<file path="src/verilog/oba_pkg.sv">
package oba_pkg;
  // ----------------------------------------------------------------
  // Timing
  // ----------------------------------------------------------------
  localparam int CLK_MHZ = 125;
  // Extra wait per enabled channel in the conversion scan
  localparam int CONV_US = 40;
  localparam int CONV_CYC_DFLT = CONV_US * CLK_MHZ;
  localparam int NV_PROG_CYC_DFLT = 16;
  // ----------------------------------------------------------------
  // Register offsets and command fields
  // ----------------------------------------------------------------
  localparam logic [7:0] ADDR_CMD = 8'h00;
  localparam logic [7:0] ADDR_DATA = 8'h04;
  localparam logic [7:0] ADDR_STATUS = 8'h08;
  localparam logic [7:0] ADDR_RESULT = 8'h0C;
  localparam logic [7:0] ADDR_OUTS = 8'h10;
  localparam logic [7:0] ADDR_CONV = 8'h14;
  localparam int CMD_OP_LSB = 0;
  localparam int CMD_SEL_LSB = 4;
  localparam int CMD_FLAG_BIT = 8;
  localparam int CMD_GAIN_LSB = 12;
  localparam int ST_ERR = 0;
  localparam int ST_BUSY = 1;
  localparam int ST_SKIP = 2;
  localparam logic [3:0] BANK_BOTH = 4'h0;
  localparam logic [3:0] BANK_LO = 4'h1;
  localparam logic [3:0] BANK_HI = 4'h2;
  localparam logic [3:0] LAST_CH = 4'h3;
  localparam logic [1:0] DIFF_CH = 2'h3;
  // ----------------------------------------------------------------
  // Nonvolatile words and values after reset
  // ----------------------------------------------------------------
  localparam int NV_WORDS = 9;
  localparam logic [3:0] NV_SAFE_IDX = 4'h0;
  localparam logic [3:0] NV_GAIN_IDX = 4'h1;
  localparam logic [3:0] NV_OFFS_IDX = 4'h5;
  localparam logic [15:0] SAFE_RST = 16'h0000;
  localparam logic [15:0] GAIN_DFLT = 16'h1000;
  localparam logic [15:0] OFFS_DFLT = 16'h0000;
  localparam logic [15:0] CONVERSION_OVERFLOW_MARKER = 16'hF000;
  typedef enum logic [3:0] {
    OP_NONE = 4'h0,
    SINGLE_OUTPUT_WRITE_CMD = 4'h1,
    OUTPUT_BANK_WRITE_CMD = 4'h2,
    SAFE_STATE_PROGRAM_CMD = 4'h3,
    CONVERSION_MODE_CMD = 4'h4,
    RAW_CONVERSION_READ_CMD = 4'h5,
    CAL_WRITE_CMD = 4'h6,
    CARD_HARDWARE_RESET_CMD = 4'h7,
    RESET_REGISTER_READ_CMD = 4'h8
  } oba_op_t;
  typedef enum logic [1:0] {
    S_BOOT = 2'b00,
    S_IDLE = 2'b01,
    S_RDWAIT = 2'b10
  } oba_state_t;
endpackage : oba_pkg

</file>
<file path="src/verilog/oba_ifs.sv">
`timescale 1ns/1ps
interface oba_nv_if;
  logic wr;
  logic [3:0] idx;
  logic [15:0] wdata;
  logic busy;
  logic [oba_pkg::NV_WORDS-1:0][15:0] words;
  modport store (input wr, idx, wdata, output busy, words);
  modport user (output wr, idx, wdata, input busy, words);
endinterface : oba_nv_if

interface oba_conv_if;
  logic [3:0] en;
  logic [3:0] take;
  logic [3:0][9:0] raw_in;
  logic [3:0] ovr_in;
  logic [3:0][9:0] res;
  logic [3:0] res_ovr;
  logic [3:0] fresh;
  logic [1:0] ch;
  modport sched (input en, take, raw_in, ovr_in,
                 output res, res_ovr, fresh, ch);
  modport ctrl (output en, take, raw_in, ovr_in,
                input res, res_ovr, fresh, ch);
endinterface : oba_conv_if

</file>
<file path="src/verilog/oba_nvstore.sv">
`timescale 1ns/1ps
module oba_nvstore import oba_pkg::*; #(
  parameter int PROG_CYC = NV_PROG_CYC_DFLT
) (
  // Clock and reset
  input wire logic i_clk,
  input wire logic i_rst,
  // Store port
  oba_nv_if.store nv
);
  typedef struct packed {
    logic [NV_WORDS-1:0][15:0] mem;
    logic [15:0] cnt;
    logic [3:0] idx;
    logic [15:0] data;
  } oba_nv_t;
  // Power-up only: a card reset does not touch this store
  localparam oba_nv_t NV_RST = '{
    mem: {{4{OFFS_DFLT}}, {4{GAIN_DFLT}}, SAFE_RST},
    cnt: 16'h0000, idx: 4'h0, data: 16'h0000};
  oba_nv_t r_reg;
  oba_nv_t r_next;

  always_comb begin
    r_next = r_reg;
    if (r_reg.cnt != 16'h0000) begin
      r_next.cnt = r_reg.cnt - 16'h0001;
      if (r_reg.cnt == 16'h0001) begin
        r_next.mem[r_reg.idx] = r_reg.data;
      end
    end else if (nv.wr && r_reg.mem[nv.idx] != nv.wdata) begin
      r_next.cnt = 16'(PROG_CYC);
      r_next.idx = nv.idx;
      r_next.data = nv.wdata;
    end
  end

  always_ff @(posedge i_clk) begin
    if (i_rst) begin
      r_reg <= NV_RST;
    end else begin
      r_reg <= r_next;
    end
  end

  assign nv.busy = r_reg.cnt != 16'h0000;
  assign nv.words = r_reg.mem;
endmodule : oba_nvstore

</file>
<file path="src/verilog/oba_convsched.sv">
`timescale 1ns/1ps
module oba_convsched import oba_pkg::*; #(
  parameter int CONV_CYC = CONV_CYC_DFLT
) (
  // Clock and reset
  input wire logic i_clk,
  input wire logic i_rst,
  // Conversion port
  oba_conv_if.sched cv
);
  typedef struct packed {
    logic [1:0] ch;
    logic [15:0] cnt;
    logic [3:0][9:0] res;
    logic [3:0] ovr;
    logic [3:0] fresh;
  } oba_cs_t;
  oba_cs_t r_reg;
  oba_cs_t r_next;

  // Next enabled channel after c; stays on c when no other is enabled
  function automatic logic [1:0] next_ch(input logic [1:0] c,
                                         input logic [3:0] en);
    logic [1:0] k;
    next_ch = c;
    for (int i = 3; i >= 1; i--) begin
      k = c + 2'(i);
      if (en[k]) begin
        next_ch = k;
      end
    end
  endfunction : next_ch

  always_comb begin
    r_next = r_reg;
    // A conversion that completes as the reader takes it stays fresh
    r_next.fresh = r_reg.fresh & ~cv.take;
    if (!cv.en[r_reg.ch]) begin
      r_next.ch = next_ch(r_reg.ch, cv.en);
      r_next.cnt = 16'h0000;
    end else if (r_reg.cnt == 16'(CONV_CYC - 1)) begin
      r_next.res[r_reg.ch] = cv.raw_in[r_reg.ch];
      r_next.ovr[r_reg.ch] = cv.ovr_in[r_reg.ch];
      r_next.fresh[r_reg.ch] = 1'b1;
      r_next.ch = next_ch(r_reg.ch, cv.en);
      r_next.cnt = 16'h0000;
    end else begin
      r_next.cnt = r_reg.cnt + 16'h0001;
    end
  end

  always_ff @(posedge i_clk) begin
    if (i_rst) begin
      r_reg <= '0;
    end else begin
      r_reg <= r_next;
    end
  end

  assign cv.res = r_reg.res;
  assign cv.res_ovr = r_reg.ovr;
  assign cv.fresh = r_reg.fresh;
  assign cv.ch = r_reg.ch;
endmodule : oba_convsched

</file>
<file path="src/verilog/oba_card_ctrl.sv">
// How it works
// - All output drivers are off from power-up until a safe state applies.
// - Safe word bit per channel: zero disables sourcing, one sinking.
// - Safe word comes up all zero, so sourcing stays disabled.
// - A new safe word equal to the stored one is not programmed.
// - Single-output command sets or clears the named channel 0 to 15.
// - Bank code 0 writes all sixteen, 1 channels 0-7, 2 channels 8-15.
// - Single bank uses data bits 7:0; both banks map bit n to channel n.
// - Each analog channel has its own conversion on or off mode.
// - Analog channels 0 to 2 are single-ended; channel 3 is differential.
// - Raw results are unsigned 10-bit values 0 to 1023.
// - Each read waits for a fresh conversion; wait grows with channels.
// - Overflow is flagged and the result replaced by the -4096 marker.
// - Gain and offset per channel are stored, factory preset, host writable.
// - Each response carries the status of the previous command.
//
// The address map and the plain strobed port are this design's own decisions.
`timescale 1ns/1ps
module oba_card_ctrl import oba_pkg::*; #(
  parameter int CONV_CYC = CONV_CYC_DFLT,
  parameter int NV_PROG_CYC = NV_PROG_CYC_DFLT
) (
  // Clock and reset
  input wire logic i_clk,
  input wire logic i_rst,
  // Register port
  input wire logic [7:0] i_addr,
  input wire logic [31:0] i_wdata,
  input wire logic i_wr,
  input wire logic i_rd,
  output logic [31:0] o_rdata,
  // Output drivers
  output logic [15:0] o_out_level,
  output logic [15:0] o_src_oe,
  output logic [15:0] o_snk_oe,
  // Analog front end
  input wire logic [3:0][9:0] i_adc_raw,
  input wire logic [3:0] i_adc_ovr,
  output logic [1:0] o_adc_ch,
  output logic o_adc_diff
);
  // ----------------------------------------------------------------
  // State
  // ----------------------------------------------------------------
  typedef struct packed {
    oba_state_t st;
    logic drv_on;
    logic [15:0] safe_act;
    logic [15:0] out_lv;
    logic [15:0] src_oe;
    logic [15:0] snk_oe;
    logic [31:0] data;
    logic [16:0] result;
    logic [7:0] last_st;
    logic [7:0] resp_st;
    logic rst_flag;
    logic [3:0] conv_en;
    logic [1:0] rd_ch;
    logic [31:0] rdata;
    logic nv_wr;
    logic [3:0] nv_idx;
    logic [15:0] nv_wdata;
    logic [3:0] take;
    logic [1:0] adc_ch;
    logic adc_diff;
  } oba_top_t;

  oba_top_t r_reg;
  oba_top_t r_next;
  logic [7:0] cst;
  oba_op_t op;
  logic [3:0] sel;
  logic flag;
  logic [3:0] gain;
  logic cmd_wr;

  oba_nv_if nv();
  oba_conv_if cv();

  assign op = oba_op_t'(i_wdata[CMD_OP_LSB +: 4]);
  assign sel = i_wdata[CMD_SEL_LSB +: 4];
  assign flag = i_wdata[CMD_FLAG_BIT];
  assign gain = i_wdata[CMD_GAIN_LSB +: 4];
  assign cmd_wr = i_wr && i_addr == ADDR_CMD;

  // ----------------------------------------------------------------
  // Submodules
  // ----------------------------------------------------------------
  oba_nvstore #(
    .PROG_CYC(NV_PROG_CYC)
  ) u_nv (
    .i_clk(i_clk),
    .i_rst(i_rst),
    .nv(nv.store)
  );

  oba_convsched #(
    .CONV_CYC(CONV_CYC)
  ) u_sched (
    .i_clk(i_clk),
    .i_rst(i_rst),
    .cv(cv.sched)
  );

  assign nv.wr = r_reg.nv_wr;
  assign nv.idx = r_reg.nv_idx;
  assign nv.wdata = r_reg.nv_wdata;
  assign cv.en = r_reg.conv_en;
  assign cv.take = r_reg.take;
  assign cv.raw_in = i_adc_raw;
  assign cv.ovr_in = i_adc_ovr;

  // ----------------------------------------------------------------
  // Control
  // ----------------------------------------------------------------
  always_comb begin
    r_next = r_reg;
    r_next.nv_wr = 1'b0;
    r_next.take = 4'h0;
    r_next.rdata = 32'h0000_0000;
    cst = 8'h00;
    unique case (r_reg.st)
      S_BOOT: begin
        // Waits out any programming so the newest word is applied
        if (!nv.busy) begin
          r_next.safe_act = nv.words[NV_SAFE_IDX];
          r_next.drv_on = 1'b1;
          r_next.rst_flag = 1'b1;
          r_next.st = S_IDLE;
        end
      end
      S_RDWAIT: begin
        if (cv.fresh[r_reg.rd_ch]) begin
          r_next.take[r_reg.rd_ch] = 1'b1;
          if (cv.res_ovr[r_reg.rd_ch]) begin
            r_next.result = {1'b1, CONVERSION_OVERFLOW_MARKER};
          end else begin
            r_next.result = {7'h00, cv.res[r_reg.rd_ch]};
          end
          r_next.st = S_IDLE;
        end
      end
      S_IDLE: begin
      end
      default: begin
        r_next.st = S_BOOT;
      end
    endcase

    if (i_wr && i_addr == ADDR_DATA) begin
      r_next.data = i_wdata;
    end

    if (cmd_wr) begin
      if (r_reg.st != S_IDLE) begin
        cst[ST_BUSY] = 1'b1;
      end else begin
        unique case (op)
          SINGLE_OUTPUT_WRITE_CMD: begin
            r_next.out_lv[sel] = flag;
          end
          OUTPUT_BANK_WRITE_CMD: begin
            case (sel)
              BANK_BOTH: r_next.out_lv = r_reg.data[15:0];
              BANK_LO: r_next.out_lv[7:0] = r_reg.data[7:0];
              BANK_HI: r_next.out_lv[15:8] = r_reg.data[7:0];
              default: cst[ST_ERR] = 1'b1;
            endcase
          end
          SAFE_STATE_PROGRAM_CMD: begin
            if (nv.busy) begin
              cst[ST_BUSY] = 1'b1;
            end else begin
              r_next.nv_wr = 1'b1;
              r_next.nv_idx = NV_SAFE_IDX;
              r_next.nv_wdata = r_reg.data[15:0];
              cst[ST_SKIP] =
                nv.words[NV_SAFE_IDX] == r_reg.data[15:0];
            end
          end
          CONVERSION_MODE_CMD: begin
            if (gain != 4'h0 || sel > LAST_CH) begin
              cst[ST_ERR] = 1'b1;
            end else begin
              r_next.conv_en[sel[1:0]] = flag;
              // A result left over from before must not count as new
              r_next.take[sel[1:0]] = 1'b1;
            end
          end
          RAW_CONVERSION_READ_CMD: begin
            if (sel > LAST_CH || !r_reg.conv_en[sel[1:0]]) begin
              cst[ST_ERR] = 1'b1;
            end else begin
              r_next.rd_ch = sel[1:0];
              r_next.st = S_RDWAIT;
            end
          end
          CAL_WRITE_CMD: begin
            if (gain != 4'h0 || sel > LAST_CH) begin
              cst[ST_ERR] = 1'b1;
            end else if (nv.busy) begin
              cst[ST_BUSY] = 1'b1;
            end else begin
              r_next.nv_wr = 1'b1;
              r_next.nv_idx = (flag ? NV_OFFS_IDX : NV_GAIN_IDX) + sel;
              r_next.nv_wdata = r_reg.data[15:0];
            end
          end
          CARD_HARDWARE_RESET_CMD: begin
            r_next.st = S_BOOT;
            r_next.drv_on = 1'b0;
            r_next.out_lv = 16'h0000;
            r_next.conv_en = 4'h0;
            r_next.take = 4'hF;
          end
          RESET_REGISTER_READ_CMD: begin
            r_next.result = {16'h0000, r_reg.rst_flag};
            r_next.rst_flag = 1'b0;
          end
          default: begin
            cst[ST_ERR] = 1'b1;
          end
        endcase
      end
      r_next.resp_st = r_reg.last_st;
      r_next.last_st = cst;
    end

    if (i_rd) begin
      case (i_addr)
        ADDR_DATA: r_next.rdata = r_reg.data;
        ADDR_STATUS: r_next.rdata = {24'h00_0000, r_reg.resp_st};
        ADDR_RESULT: r_next.rdata = {15'h0000, r_reg.result};
        ADDR_OUTS: r_next.rdata = {r_reg.safe_act, r_reg.out_lv};
        ADDR_CONV: r_next.rdata = {22'h00_0000, r_reg.st, cv.fresh,
                                   r_reg.conv_en};
        default: r_next.rdata = 32'h0000_0000;
      endcase
    end

    // Drivers stay off until a safe word is applied
    r_next.src_oe = r_next.drv_on ? r_next.safe_act : 16'h0000;
    r_next.snk_oe = r_next.drv_on ? ~r_next.safe_act : 16'h0000;
    r_next.adc_ch = cv.ch;
    r_next.adc_diff = cv.ch == DIFF_CH;
  end

  always_ff @(posedge i_clk) begin
    if (i_rst) begin
      r_reg <= '0;
    end else begin
      r_reg <= r_next;
    end
  end

  assign o_rdata = r_reg.rdata;
  assign o_out_level = r_reg.out_lv;
  assign o_src_oe = r_reg.src_oe;
  assign o_snk_oe = r_reg.snk_oe;
  assign o_adc_ch = r_reg.adc_ch;
  assign o_adc_diff = r_reg.adc_diff;
endmodule : oba_card_ctrl

</file>
<file path="config.mk">
export PLATFORM = sky130hd
export DESIGN_NAME = oba_card_ctrl
export DESIGN_NICKNAME = d
export VERILOG_FILES = /design/src/verilog/oba_pkg.sv /design/src/verilog/oba_ifs.sv /design/src/verilog/oba_nvstore.sv /design/src/verilog/oba_convsched.sv /design/src/verilog/oba_card_ctrl.sv
export SDC_FILE = /design/constraint.sdc
export NUM_CORES = 1
export LEC_CHECK = 0
export BUFFER_PORTS_ARGS = -buffer_cell sky130_fd_sc_hd__buf_2
export CORE_ASPECT_RATIO = 1.25
export CORE_MARGIN = 2
export CORE_UTILIZATION = 64
export CTS_CLUSTER_SIZE = 24
export DETAILED_ROUTE_END_ITERATION = 8
export PLACE_DENSITY = 0.85
export SYNTH_ARGS = -nofsm -noshare
export SYNTH_HDL_FRONTEND = slang
export SYNTH_SLANG_ARGS = --single-unit
export TNS_END_PERCENT = 10
</file>
<file path="constraint.sdc">
create_clock -name i_clk -period 3.9 [get_ports i_clk]
set_input_delay 0 -clock i_clk [delete_from_list [all_inputs] [get_ports i_clk]]
set_output_delay 0 -clock i_clk [all_outputs]
set_load 0.1 [all_outputs]
</file>
======== After elaboration in Yosys (flattened, before gate mapping) ========
Index checks and enable logic that the tools add are counted.
word-level totals
  register bits after elaboration ......... 435
  output and inout bits ................... 83
  bits of input ports ..................... 88
  word-level logic and storage cells ...... 239
cells by class
  bitwise gates (word level) .............. 12
  mux-type cells .......................... 99
  add/sub/neg operators ................... 6
  equal/unequal tests ..................... 30
  $lt $le $gt $ge ......................... 15
  reductions and logical operators ........ 36
operators by type and width
  kind                                                        number
  one-hot mux 32 bit (5 select lines)                         1
  bitwise mux 144 bit                                         1
  2-to-1 mux 17 bit                                           6
  binary-select mux 16 bit (select 4 bit)                     1
  demux 16 bit (select 4 bit)                                 1
  2-to-1 mux 16 bit                                           4
  2-to-1 mux 21 bit                                           3
  one-hot mux 16 bit (3 select lines)                         1
  one-hot mux 21 bit (2 select lines)                         1
  binary-select mux 10 bit (select 2 bit)                     2
  bitwise mux 40 bit                                          1
  2-to-1 mux 40 bit                                           1
  2-to-1 mux 36 bit                                           1
  2-to-1 mux 4 bit                                            8
  2-to-1 mux 10 bit                                           3
  2-to-1 mux 1 bit                                            26
  demux 10 bit (select 2 bit)                                 1
  2-to-1 mux 19 bit                                           1
  less-than comparator 2 x 3 -> 1 bit, second input constant  6
  2-to-1 mux 18 bit                                           1
  adder 16 x 1 -> 16 bit, second input constant               1
  binary-select mux 1 bit (select 2 bit)                      8
  bitwise mux 16 bit                                          1
  == test 16 x 1 -> 1 bit, second input constant              1
  other kinds (57)                                            117

======== Logic depth before layout (Yosys ltp) ========
Gate-level depths: netlist (run 1).
  depth after elaboration ................. 11
  mapped depth ............................ 13
  mapped depth without buffers ............ 9

======== By module ========
From an unflattened synthesis (run 1), not the netlist that was laid out.
second synthesis, totals
  cells, all modules ...................... 2,501
  area, all modules ....................... 21,788.4 sq um
by module, submodules not included
  module         sequential area each (sq um)  area each (sq um)  cells an instance  times used
  oba_nvstore    3,603.5                       9,407.8            1,147              1
  oba_card_ctrl  3,783.6                       9,029.9            1,017              1
  oba_convsched  1,321.3                       3,350.7            337                1

======== Worst setup path after synthesis (run 1) ========
OpenSTA, ideal clock, no wires.
  kind .................................... reg2reg
  start point ............................. register r_reg, in the netlist nv.idx[3]
  end point ............................... register u_nv.r_reg[0] (netlist bit)
  setup slack ............................. 1.264 ns
  arrival time ............................ 2.510 ns
  data required time ...................... 3.774 ns
  stages on the path, launching flop included .. 11
  setup time .............................. 0.126 ns
  period minus slack after synthesis ...... 2.636 ns
  path buffers ............................ 2
  path through ............................ dfxtp_1 -> clkbuf_1 -> or4b_2 -> o21ai_0 -> nor2_1 -> a311oi_1 -> nand4_1 -> nor4bb_1 -> a31oi_1 -> buf_2 -> mux2i_1
on the way
  word-level cells in the longest chain between the ends .. 5
RTL lines
  element                                  line                  source
  start: declaration                       oba_card_ctrl.sv:68   oba_top_t r_reg;
  start signal: assignment                 oba_card_ctrl.sv:252  r_reg <= r_next;
  binary-select mux 16 bit (select 4 bit)  oba_nvstore.sv:31     end else if (nv.wr && r_reg.mem[nv.idx] != nv.wdata) begin
  2-to-1 mux 16 bit (not written as such)  oba_nvstore.sv:31
  != test 16 bit                           oba_nvstore.sv:31
  logical AND 1 bit                        oba_nvstore.sv:31
  AND reduction 2 bit (no line)            --
  end signal: assignment                   oba_nvstore.sv:42     r_reg <= r_next;
  end: declaration                         oba_nvstore.sv:21     oba_nv_t r_reg;
No other way between the ends. The select of a mux whose other input is x is not followed.
A chain may end at the register's enable or synchronous reset.

======== Final worst setup path (run 1) ========
  start point ............................. register r_reg, in the netlist nv.idx[0]
  end point ............................... register u_nv.r_reg[1] (netlist bit)
The elaborated chain is that of the path after synthesis.

==> results of run 1 <==
metrics by stage:
step	total power, µW	cell area [µm²]	setup WS (ns)
2_1_floorplan	6300	19700	1.26
3_3_place_gp	6520	20100	0.370
3_5_place_dp	6570	20100	0.390
4_1_cts	11000	22000	0.345
5_1_grt	11300	22000	0.0750
6_report	11000	22000	0.342
what timing repair did:
action                    in CTS  in global routing
hold endpoints to repair      47                  0
hold buffers                  37                  0
gates resized for setup        0                  0
buffers inserted               0                  0
power breakdown:
group          switching, µW  leakage (µW)  internal, µW
combinational           1310       0.00373           499
clock                   1820      0.000747          2670
sequential               123       0.00351          4610
final timing paths:
check	from	end	slack, ns	cells past startpoint
setup reg to reg	nv.idx[0]	u_nv.r_reg[1]	0.34	10
hold / removal	i_adc_raw[1]	u_sched.cv.res[31]	0.03	4
hold reg to reg	u_sched.cv.res_ovr[2]	u_sched.cv.res_ovr[2]	0.45	2
setup / recovery	nv.idx[0]	u_nv.r_reg[1]	0.34	10
metal layers:
| layer | wire [µm] | vias up | track usage (%) |
|---|---|---|---|
| li1 | - | 7596 | - |
| met1 | 20800 | 7918 | 40.7 |
| met2 | 26900 | 820 | 57.0 |
| met3 | 4510 | 205 | 5.40 |
| met4 | 2810 | 0 | 15.9 |
| met5 | 0 | - | 0 |
kinds of logic after synthesis:
logic type,count (synthesis)
mux,310
flops,435
fa+ha+maj,12
compound gates,326
xor+xnor,45
simple gates,822
buf+inv,268
cell usage after synthesis, drive strengths merged (3+ instances only):
cell and instances:
a211oi 9, a21boi 5, a21oi 199, a221o 3, a221oi 8, a22o 3, a22oi 29, a31oi 7
and2 25, and3 11, buf 122, clkbuf 119, dfxtp 435, ha 12, inv 26, mux2 9
mux2i 267, mux4 34, nand2 297, nand2b 11, nand3 41, nand3b 5, nand4 10, nor2 318
nor2b 18, nor3 27, nor3b 8, nor4 14, o2111ai 3, o211ai 3, o21ai 27, o22a 7
o22ai 3, or3 21, or3b 4, or4 5, xnor2 31, xor2 14
layout make-up:
cell class | instances | share of cell area [%]
clock buffer | 50 | 5.23
clock inverter | 28 | 1.76
inverter | 27 | 0.460
multi-input combinational | 1515 | 43.9
sequential | 435 | 39.6
tap | 401 | 2.28
timing repair buffer | 240 | 6.77
worst reg2reg max path, stage by stage, from the launching register on:
cell	delay, ns
dfxtp_2	0.87
buf_4	0.38
mux2i_1	0.11
a221oi_1	0.47
mux2i_1	0.24
o2111ai_1	0.14
a2111oi_0	0.46
buf_4	0.22
a31oi_2	0.07
buf_4	0.28
mux2i_1	0.24
==> results.sh, run 1 <==
export IMPL_hpwl_um=35900
export IMPL_area_delta_synth_final_pct=11.6
export IMPL_top_level_ports=171
export IMPL_leakagePower_uw=0.00798
export IMPL_start_util_pct=65.3
export IMPL_rsz0062_at_grt="false"
export IMPL_end_kind="flop"
export IMPL_synth_edf_count=0
export IMPL_clkLatencyLatePin_ns=0.56
export IMPL_synth_ff_type="dfxtp_1"
export IMPL_wl_per_cell_um=20.4
export IMPL_period_needed_ns=3.56
export IMPL_synth_compound_area_share_pct=9.85
export IMPL_track_usage_pct=33.2
export IMPL_fp_dieH_um=200
export IMPL_critPathBufInv=3
export IMPL_diodes=0
export IMPL_worst_pin_slew_ns=1.32
export IMPL_critPathMaxFanout=31
export IMPL_syn_inst=2218
export IMPL_final_setup_viol_count=0
export IMPL_dieArea_mm2=0.0322
export IMPL_max_vdd_ir_drop_v=0.000491
export IMPL_crit_family="compound AO/OA/AOI/OAI gates"
export IMPL_holdWs_ns=0.0273
export IMPL_crit_chain="buf_4 > mux2i_1 > a221oi_1 > mux2i_1 > o2111ai_1 > a2111oi_0 > buf_4 > a31oi_2 > buf_4 > mux2i_1"
export IMPL_finalCritPeriodShare_pct=91.2
export IMPL_drcViolationCount=0
export IMPL_power_density_mw_per_mm2=502
export IMPL_yosys_top_cells_area="dfxtp_1 (44%), mux2i_1 (14%), nor2_1 (6.0%)"
export IMPL_skew_ns=0.0222
export IMPL_synth_top_area_share_pct=44.2
export IMPL_synthAdderAreaFrac_pct=0.761
export IMPL_maxCapViolCount=0
export IMPL_outcome="complete, no violations"
export IMPL_synth_xor_area_share_pct=2.00
export IMPL_dpl_cell_count=2581
export IMPL_max_slew_margin_pct=11.8
export IMPL_drv_slew=0
export IMPL_post_route_util_pct=72.9
export IMPL_grt_max_degree=183
export IMPL_muxShareOfSynthArea_pct=17.9
export IMPL_ys_ff_latch=435
export IMPL_synth_seq_area_share_pct=44.2
export IMPL_numClockSinks=435
export IMPL_layout_drive_gt1_share_pct=15.1
export IMPL_mostFrequentLayoutCell="dfxtp_1"
export IMPL_yosysWarnings=0
export IMPL_cp_slowest_stage_delay_ns=0.87
export IMPL_path_class="reg2reg"
export IMPL_clockBufferDepth=3
export IMPL_worstPathArrival_ns=4.03
export IMPL_syn_avg_cell_area_um2=8.89
export IMPL_port_buffers=170
export IMPL_clkTransAtPathRegs_ns=0.07
export IMPL_min_path_type="in2reg"
export IMPL_vias_per_cell=6.13
export IMPL_layout_common_cells="dfxtp_1 (433), nor2_1 (315), nand2_1 (295), mux2i_1 (267), a21oi_1 (199)"
export IMPL_numCtsBuffers=42
export IMPL_yosys_area_top_type="dfxtp_1"
export IMPL_stdcell_count=2696
export IMPL_hold_violations=0
export IMPL_rows=71
export IMPL_cts_tree="yes"
export IMPL_routed_via_count=16500
export IMPL_dr_pass1_iters=6
export IMPL_nFillCells=2086
export IMPL_synth_top_family_by_area="simple AND/OR/NAND/NOR gates"
export IMPL_seq_area_mm2=0.00871
export IMPL_gp_congestion=0.946
export IMPL_coreArea_mm2=0.0302
export IMPL_synth_fp_nets=2318
export IMPL_grt_overflow_total=0
export IMPL_drt_iter0_markers=1543
export IMPL_start_kind="flop"
export IMPL_ys_async_sr_fraction_pct=0
export IMPL_fmax_mhz=281
export IMPL_layout_nets=2361
export IMPL_synthSimpleGateAreaFrac_pct=18.3
export IMPL_antenna_found_initial=0
export IMPL_grt_pass1_vias=16400
export IMPL_grt_pass1_wl_um=87300
export IMPL_required_ns=4.37
export IMPL_synth_cell_types=76
export IMPL_finalSetupTns_ns=0
export IMPL_multi_input_area_mm2=0.00967
export IMPL_cts_root_buf="clkbuf_16"
export IMPL_die_w_um=161
export IMPL_synth_area_mm2=0.0197
export IMPL_cts_htree_levels=2
export IMPL_postRouteAntennaNets=0
export IMPL_largest_register_ffs=144
export IMPL_cp_slowest_cell="dfxtp_2"
export IMPL_drt_total_wl_um=55100
No activity file was read; power rests on OpenSTA's default activity.
==> run 2: changes to the inputs <==
--- a/config.mk
+++ b/config.mk
@@ -8,10 +8,13 @@
 export BUFFER_PORTS_ARGS = -buffer_cell sky130_fd_sc_hd__buf_2
 export CORE_ASPECT_RATIO = 1.25
 export CORE_MARGIN = 2
-export CORE_UTILIZATION = 64
+export CORE_UTILIZATION = 65
+export CTS_BUF_LIST = sky130_fd_sc_hd__clkbuf_8
 export CTS_CLUSTER_SIZE = 24
 export DETAILED_ROUTE_END_ITERATION = 8
-export PLACE_DENSITY = 0.85
+export GPL_ROUTABILITY_DRIVEN = 0
+export MAX_ROUTING_LAYER = met4
+export PLACE_DENSITY = 0.86
 export SYNTH_ARGS = -nofsm -noshare
 export SYNTH_HDL_FRONTEND = slang
 export SYNTH_SLANG_ARGS = --single-unit
==> run 2 against run 1 <==
Against the previous run: core utilization is 0.79 points higher; via count is 4.5% higher; register-to-register slack better by 0.06 ns; worst hold slack got worse by 0.016 ns; die area is 1.5% lower; clock skew grew 0.018 ns; clock power decreased by 15%; global-route usage is 2.7 points higher; count of clock-buffer cells in the layout is 35 higher; critical endpoint is now u_nv.r_reg[24]; largest cell class unchanged.
==> results.sh, run 2 (same netlist as run 1, synthesis figures left out) <==
export IMPL_outcome="complete, no violations"
export IMPL_dieArea_mm2=0.0318
export IMPL_wl_met1_um=20400
export IMPL_power_density_mw_per_mm2=471
export IMPL_worstPathArrival_ns=4.00
export IMPL_stdcell_count=2765
export IMPL_grt_max_degree=114
export IMPL_dpl_cell_area_mm2=0.0201
export IMPL_cts_tree="yes"
export IMPL_hold_violations=0
export IMPL_crit_chain="buf_4 > nor4b_1 > buf_4 > a21oi_1 > a22oi_1 > nand3_1 > nor4b_1 > nor4bb_1 > a31oi_1 > o311a_1"
export IMPL_end_kind="flop"
export IMPL_layout_nets=2417
export IMPL_dr_wl_met2_um=27300
export IMPL_die_w_um=160
export IMPL_rows=71
export IMPL_mostFrequentLayoutCell="dfxtp_1"
export IMPL_numCtsBuffers=66
export IMPL_rsz0062_at_grt="false"
export IMPL_hpwl_um=36000
export IMPL_start_util_pct=65.7
export IMPL_dr_pass1_iters=9
export IMPL_top_layer_used="met4"
export IMPL_maxCapViolCount=0
export IMPL_cts_hold_buf=67
export IMPL_drv_slew=0
export IMPL_totalPowerFinal_uw=10400
export IMPL_clkLatencyLatePin_ns=0.63
export IMPL_required_ns=4.40
export IMPL_period_needed_ns=3.50
export IMPL_layout_drive_gt1_share_pct=15.7
export IMPL_grt_pass1_vias=17100
export IMPL_fmax_mhz=286
export IMPL_layout_common_cells="dfxtp_1 (433), nor2_1 (315), nand2_1 (295), mux2i_1 (267), a21oi_1 (199)"
export IMPL_leakagePower_uw=0.00813
export IMPL_grt_overflow_total=0
export IMPL_worst_pin_slew_ns=1.24
export IMPL_dpl_cell_count=2583
export IMPL_skew_ns=0.0402
export IMPL_holdWs_ns=0.0114
export IMPL_final_setup_viol_count=0
export IMPL_grt_pass1_wl_um=89100
export IMPL_drt_iter0_markers=2373
export IMPL_numClockSinks=435
export IMPL_cp_slowest_stage_delay_ns=0.53
export IMPL_diodes=0
export IMPL_track_usage_pct=36.0
export IMPL_cp_slowest_cell="dfxtp_2"
export IMPL_port_buffers=170
export IMPL_vias_per_cell=6.25
export IMPL_stdcell_area_mm2=0.0221
export IMPL_antenna_found_initial=0
export IMPL_clockBufferDepth=3
export IMPL_min_path_type="in2reg"
export IMPL_area_delta_synth_final_pct=12.2
export IMPL_cts_root_buf="clkbuf_8"
export IMPL_max_slew_margin_pct=17.4
export IMPL_ctsResizeCount=0
export IMPL_finalSetupTns_ns=0
export IMPL_start_kind="flop"
export IMPL_cts_htree_levels=3
export IMPL_drcViolationCount=0
export IMPL_largest_register_ffs=144
export IMPL_routed_via_count=17300
export IMPL_finalCritPeriodShare_pct=89.7
export IMPL_postCtsSetupBuffers=0
export IMPL_fp_dieH_um=199
export IMPL_critPathMaxFanout=28
export IMPL_path_class="reg2reg"
export IMPL_max_vdd_ir_drop_v=0.000401
export IMPL_clkTransAtPathRegs_ns=0.07
export IMPL_postRouteAntennaNets=0
export IMPL_wl_per_cell_um=20.6
export IMPL_coreArea_mm2=0.0300
export IMPL_top_level_ports=171
export IMPL_drt_total_wl_um=57000
export IMPL_wl_met3_um=5220
-- run 2: cell types whose count changed in the layout (fill, tap and decap cells not counted), sizes merged --
cell and change:
buf +2, bufinv -7, clkbuf +35, clkinvlp -4, dlygate4sd3 +30, inv +13
-- run 2: critical path, delay by kind of cell, from the launching register on --
kind,cells,cell delay [ns]
AOI/OAI and AO/OA,4,0.94
buffers and inverters,2,0.57
and+or+nand+nor,4,1.33
DFF,1,0.53
-- run 2: final timing paths --
check | startpoint | endpoint | slack [ns] | cells past startpoint
hold / removal | i_adc_raw[9] | u_sched.cv.res[39] | 0.01 | 4
hold reg to reg | u_sched.cv.res[36] | u_sched.cv.res[36] | 0.45 | 2
setup / recovery | nv.idx[1] | u_nv.r_reg[24] | 0.40 | 10
setup reg to reg | nv.idx[1] | u_nv.r_reg[24] | 0.40 | 10
-- run 2: metrics by stage --
stage                     setup WS (ns)  util [%]
final                             0.401      73.7
after global routing              0.150      73.7
after CTS                         0.523      73.7
after detailed placement          0.551      67.0
after global placement            0.617      67.0
after floorplan                    1.26         -
-- run 2: layer usage --
layer / vias to the layer above / track usage, %
met2: 1106 / 59.1
met3: 349 / 7.07
met1: 8118 / 40.3
met5: - / -
li1: 7710 / -
met4: 0 / 23.4
-- run 2: report_power, final --
part	leakage, µW	internal [µW]	switching (µW)
registers	0.00351	4620	123
logic	0.00386	519	1330
clock network	0.000756	2030	1790
total	0.00813	7170	3250
-- run 2: layout make-up --
class	instances	area (µm²)
multi-input combinational	1515	9670
sequential	435	8710
fill	1991	7900
timing repair buffer	272	1790
clock buffer	85	1170
tap	401	502
clock inverter	30	175
inverter	27	101
==> run 3: changes to the inputs <==
==> constraint.sdc (replaced) <==
create_clock -name i_clk -period 3.9 [get_ports i_clk]
set_input_delay 0.78 -clock i_clk [delete_from_list [all_inputs] [get_ports i_clk]]
set_output_delay 0.78 -clock i_clk [all_outputs]
set_load 0.1 [all_outputs]
==> run 3 against run 2 <==
Against the previous run: via count is 5.0% lower; total power is 0.29% higher; clock power is 3% higher; sequential share of layout area is 0.89 points higher; sequential cell count stayed put; global-route usage is 3.3 points lower; setup slack better by 0.14 ns; clock skew is 0.015 ns lower; sequential power hardly changed; non-clock buffer count is 54 lower; count of clock-buffer cells in the layout is 1 higher; critical path type unchanged; die area stayed put.
==> results.sh, run 3 (same netlist as run 1, synthesis figures left out) <==
export IMPL_outcome="complete, no violations"
export IMPL_hold_violations=0
export IMPL_grt_util_met3_pct=5.75
export IMPL_numClockSinks=435
export IMPL_grt_overflow_total=0
export IMPL_leakagePower_uw=0.00794
export IMPL_critPathMaxFanout=26
export IMPL_clkLatencyLatePin_ns=0.60
export IMPL_maxCapViolCount=0
export IMPL_mostFrequentLayoutCell="dfxtp_1"
export IMPL_nFillCells=2124
export IMPL_antenna_found_initial=0
export IMPL_fmax_mhz=298
export IMPL_cts_root_buf="clkbuf_8"
export IMPL_largest_register_ffs=144
export IMPL_port_buffers=170
export IMPL_end_kind="flop"
export IMPL_postCtsSetupBuffers=0
export IMPL_min_delay_start="i_wdata[25]"
export IMPL_drcViolationCount=0
export IMPL_met1_usage_pct=37.2
export IMPL_layout_drive_gt1_share_pct=16.6
export IMPL_rsz0062_at_grt="false"
export IMPL_worstPathArrival_ns=3.84
export IMPL_stdcell_count=2711
export IMPL_coreArea_mm2=0.0300
export IMPL_wl_per_cell_um=19.1
export IMPL_track_usage_pct=32.7
export IMPL_vias_per_cell=6.06
export IMPL_top_level_ports=171
export IMPL_period_needed_ns=3.36
export IMPL_postRouteAntennaNets=0
export IMPL_drt_iter0_markers=1534
export IMPL_drt_total_wl_um=51700
export IMPL_max_vdd_ir_drop_v=0.000409
export IMPL_finalSetupTns_ns=0
export IMPL_rows=71
export IMPL_path_class="reg2reg"
export IMPL_min_path_type="in2reg"
export IMPL_power_density_mw_per_mm2=483
export IMPL_grt_max_degree=194
export IMPL_worst_pin_slew_ns=0.985
export IMPL_numCtsBuffers=67
export IMPL_grt_pass1_wl_um=82100
export IMPL_start_kind="flop"
export IMPL_clockBufferDepth=3
export IMPL_skew_ns=0.0252
export IMPL_start_util_pct=65.7
export IMPL_dpl_cell_count=2596
export IMPL_crit_start="nv.idx[0]"
export IMPL_crit_chain="buf_4 > mux4_2 > mux2i_1 > nor3_1 > a2111oi_0 > buf_4 > a31oi_1 > o311a_1"
export IMPL_drv_slew=0
export IMPL_dieArea_mm2=0.0318
export IMPL_top_usage_layer="met2"
export IMPL_diodes=0
export IMPL_finalCritPeriodShare_pct=86.1
export IMPL_area_delta_synth_final_pct=9.69
export IMPL_layout_common_cells="dfxtp_1 (433), nor2_1 (315), nand2_1 (295), mux2i_1 (267), a21oi_1 (199)"
export IMPL_grt_util_met2_pct=55.8
export IMPL_r2r_end="u_nv.r_reg[24]"
export IMPL_max_slew_margin_pct=34.2
export IMPL_clkTransAtPathRegs_ns=0.06
export IMPL_reg2reg_depth=8
export IMPL_crit_top_cell="buf_4"
export IMPL_routed_via_count=16400
export IMPL_cp_slowest_cell="dfxtp_2"
export IMPL_cts_htree_levels=3
export IMPL_layout_nets=2364
export IMPL_r2r_start="nv.idx[0]"
export IMPL_post_route_util_pct=72.1
export IMPL_dr_pass1_iters=5
export IMPL_cts_hold_buf=0
export IMPL_holdWs_ns=0.420
export IMPL_cp_slowest_stage_delay_ns=0.82
export IMPL_cts_tree="yes"
export IMPL_grt_pass1_vias=16200
export IMPL_required_ns=4.38
export IMPL_die_w_um=160
export IMPL_r2r_slack_ns=0.54
export IMPL_ctsResizeCount=0
export IMPL_final_setup_viol_count=0
export IMPL_endpoint="u_nv.r_reg[24]"
export IMPL_hpwl_um=34900
export IMPL_fp_dieH_um=199
run 3: changes by cell type in the layout (fill, tap and decap cells not counted):
cell,previous run,this run
dlygate4sd3_1,67,0
buf_12,0,2
inv_6,2,1
inv_1,40,42
clkinv_2,9,3
clkinvlp_4,2,4
clkbuf_8,86,87
bufinv_16,1,3
buf_4,35,46
run 3: cell type report:
cell class	instances	area [µm²]	area share, %
clock buffer	86	1180	5.47
clock inverter	29	219	1.01
inverter	27	101	0.468
multi-input combinational	1515	9670	44.7
sequential	435	8710	40.3
tap	401	502	2.32
timing repair buffer	218	1240	5.75
run 3: worst min-delay path by stage:
stage,to,slack [ns],cells past startpoint
after global routing,r_reg[118],0.41,3
after floorplan,u_sched.r_reg[48],0.42,1
final,r_reg[125],0.42,3
after detailed placement,u_sched.cv.res[36],0.44,2
after CTS,r_reg[125],0.40,3
after global placement,u_sched.r_reg[48],0.43,1
run 3: metal layers:
metal  vias up  routed length, µm
met5         -                  0
met4         0               2100
li1       7608                  -
met2       781              26100
met1      7869              19300
met3       169               4140
run 3: worst max-delay path: cells and delay by family, from the launching register on:
family	cells	cell delay, ns
compound gates	3	1.00
flops	1	0.82
buf+inv	2	0.53
simple gates	1	0.06
mux	2	0.81
run 3: where the power goes:
part / leakage (µW) / switching (µW) / internal, µW / total, µW
combinational: 0.00366 / 1280 / 494 / 1770
clock: 0.000774 / 1760 / 2180 / 3940
sequential: 0.00351 / 114 / 4620 / 4730
total: 0.00794 / 3150 / 7290 / 10400
run 3: through the flow:
stage               instance area, µm²  total power [µW]  setup WS, ns
floorplan                        19700              6300         0.624
global placement                 20200              6520         0.489
detailed placement               20200              6570         0.468
CTS                              21600             10500         0.588
global route                     21600             10800         0.330
finish                           21600             10400         0.541
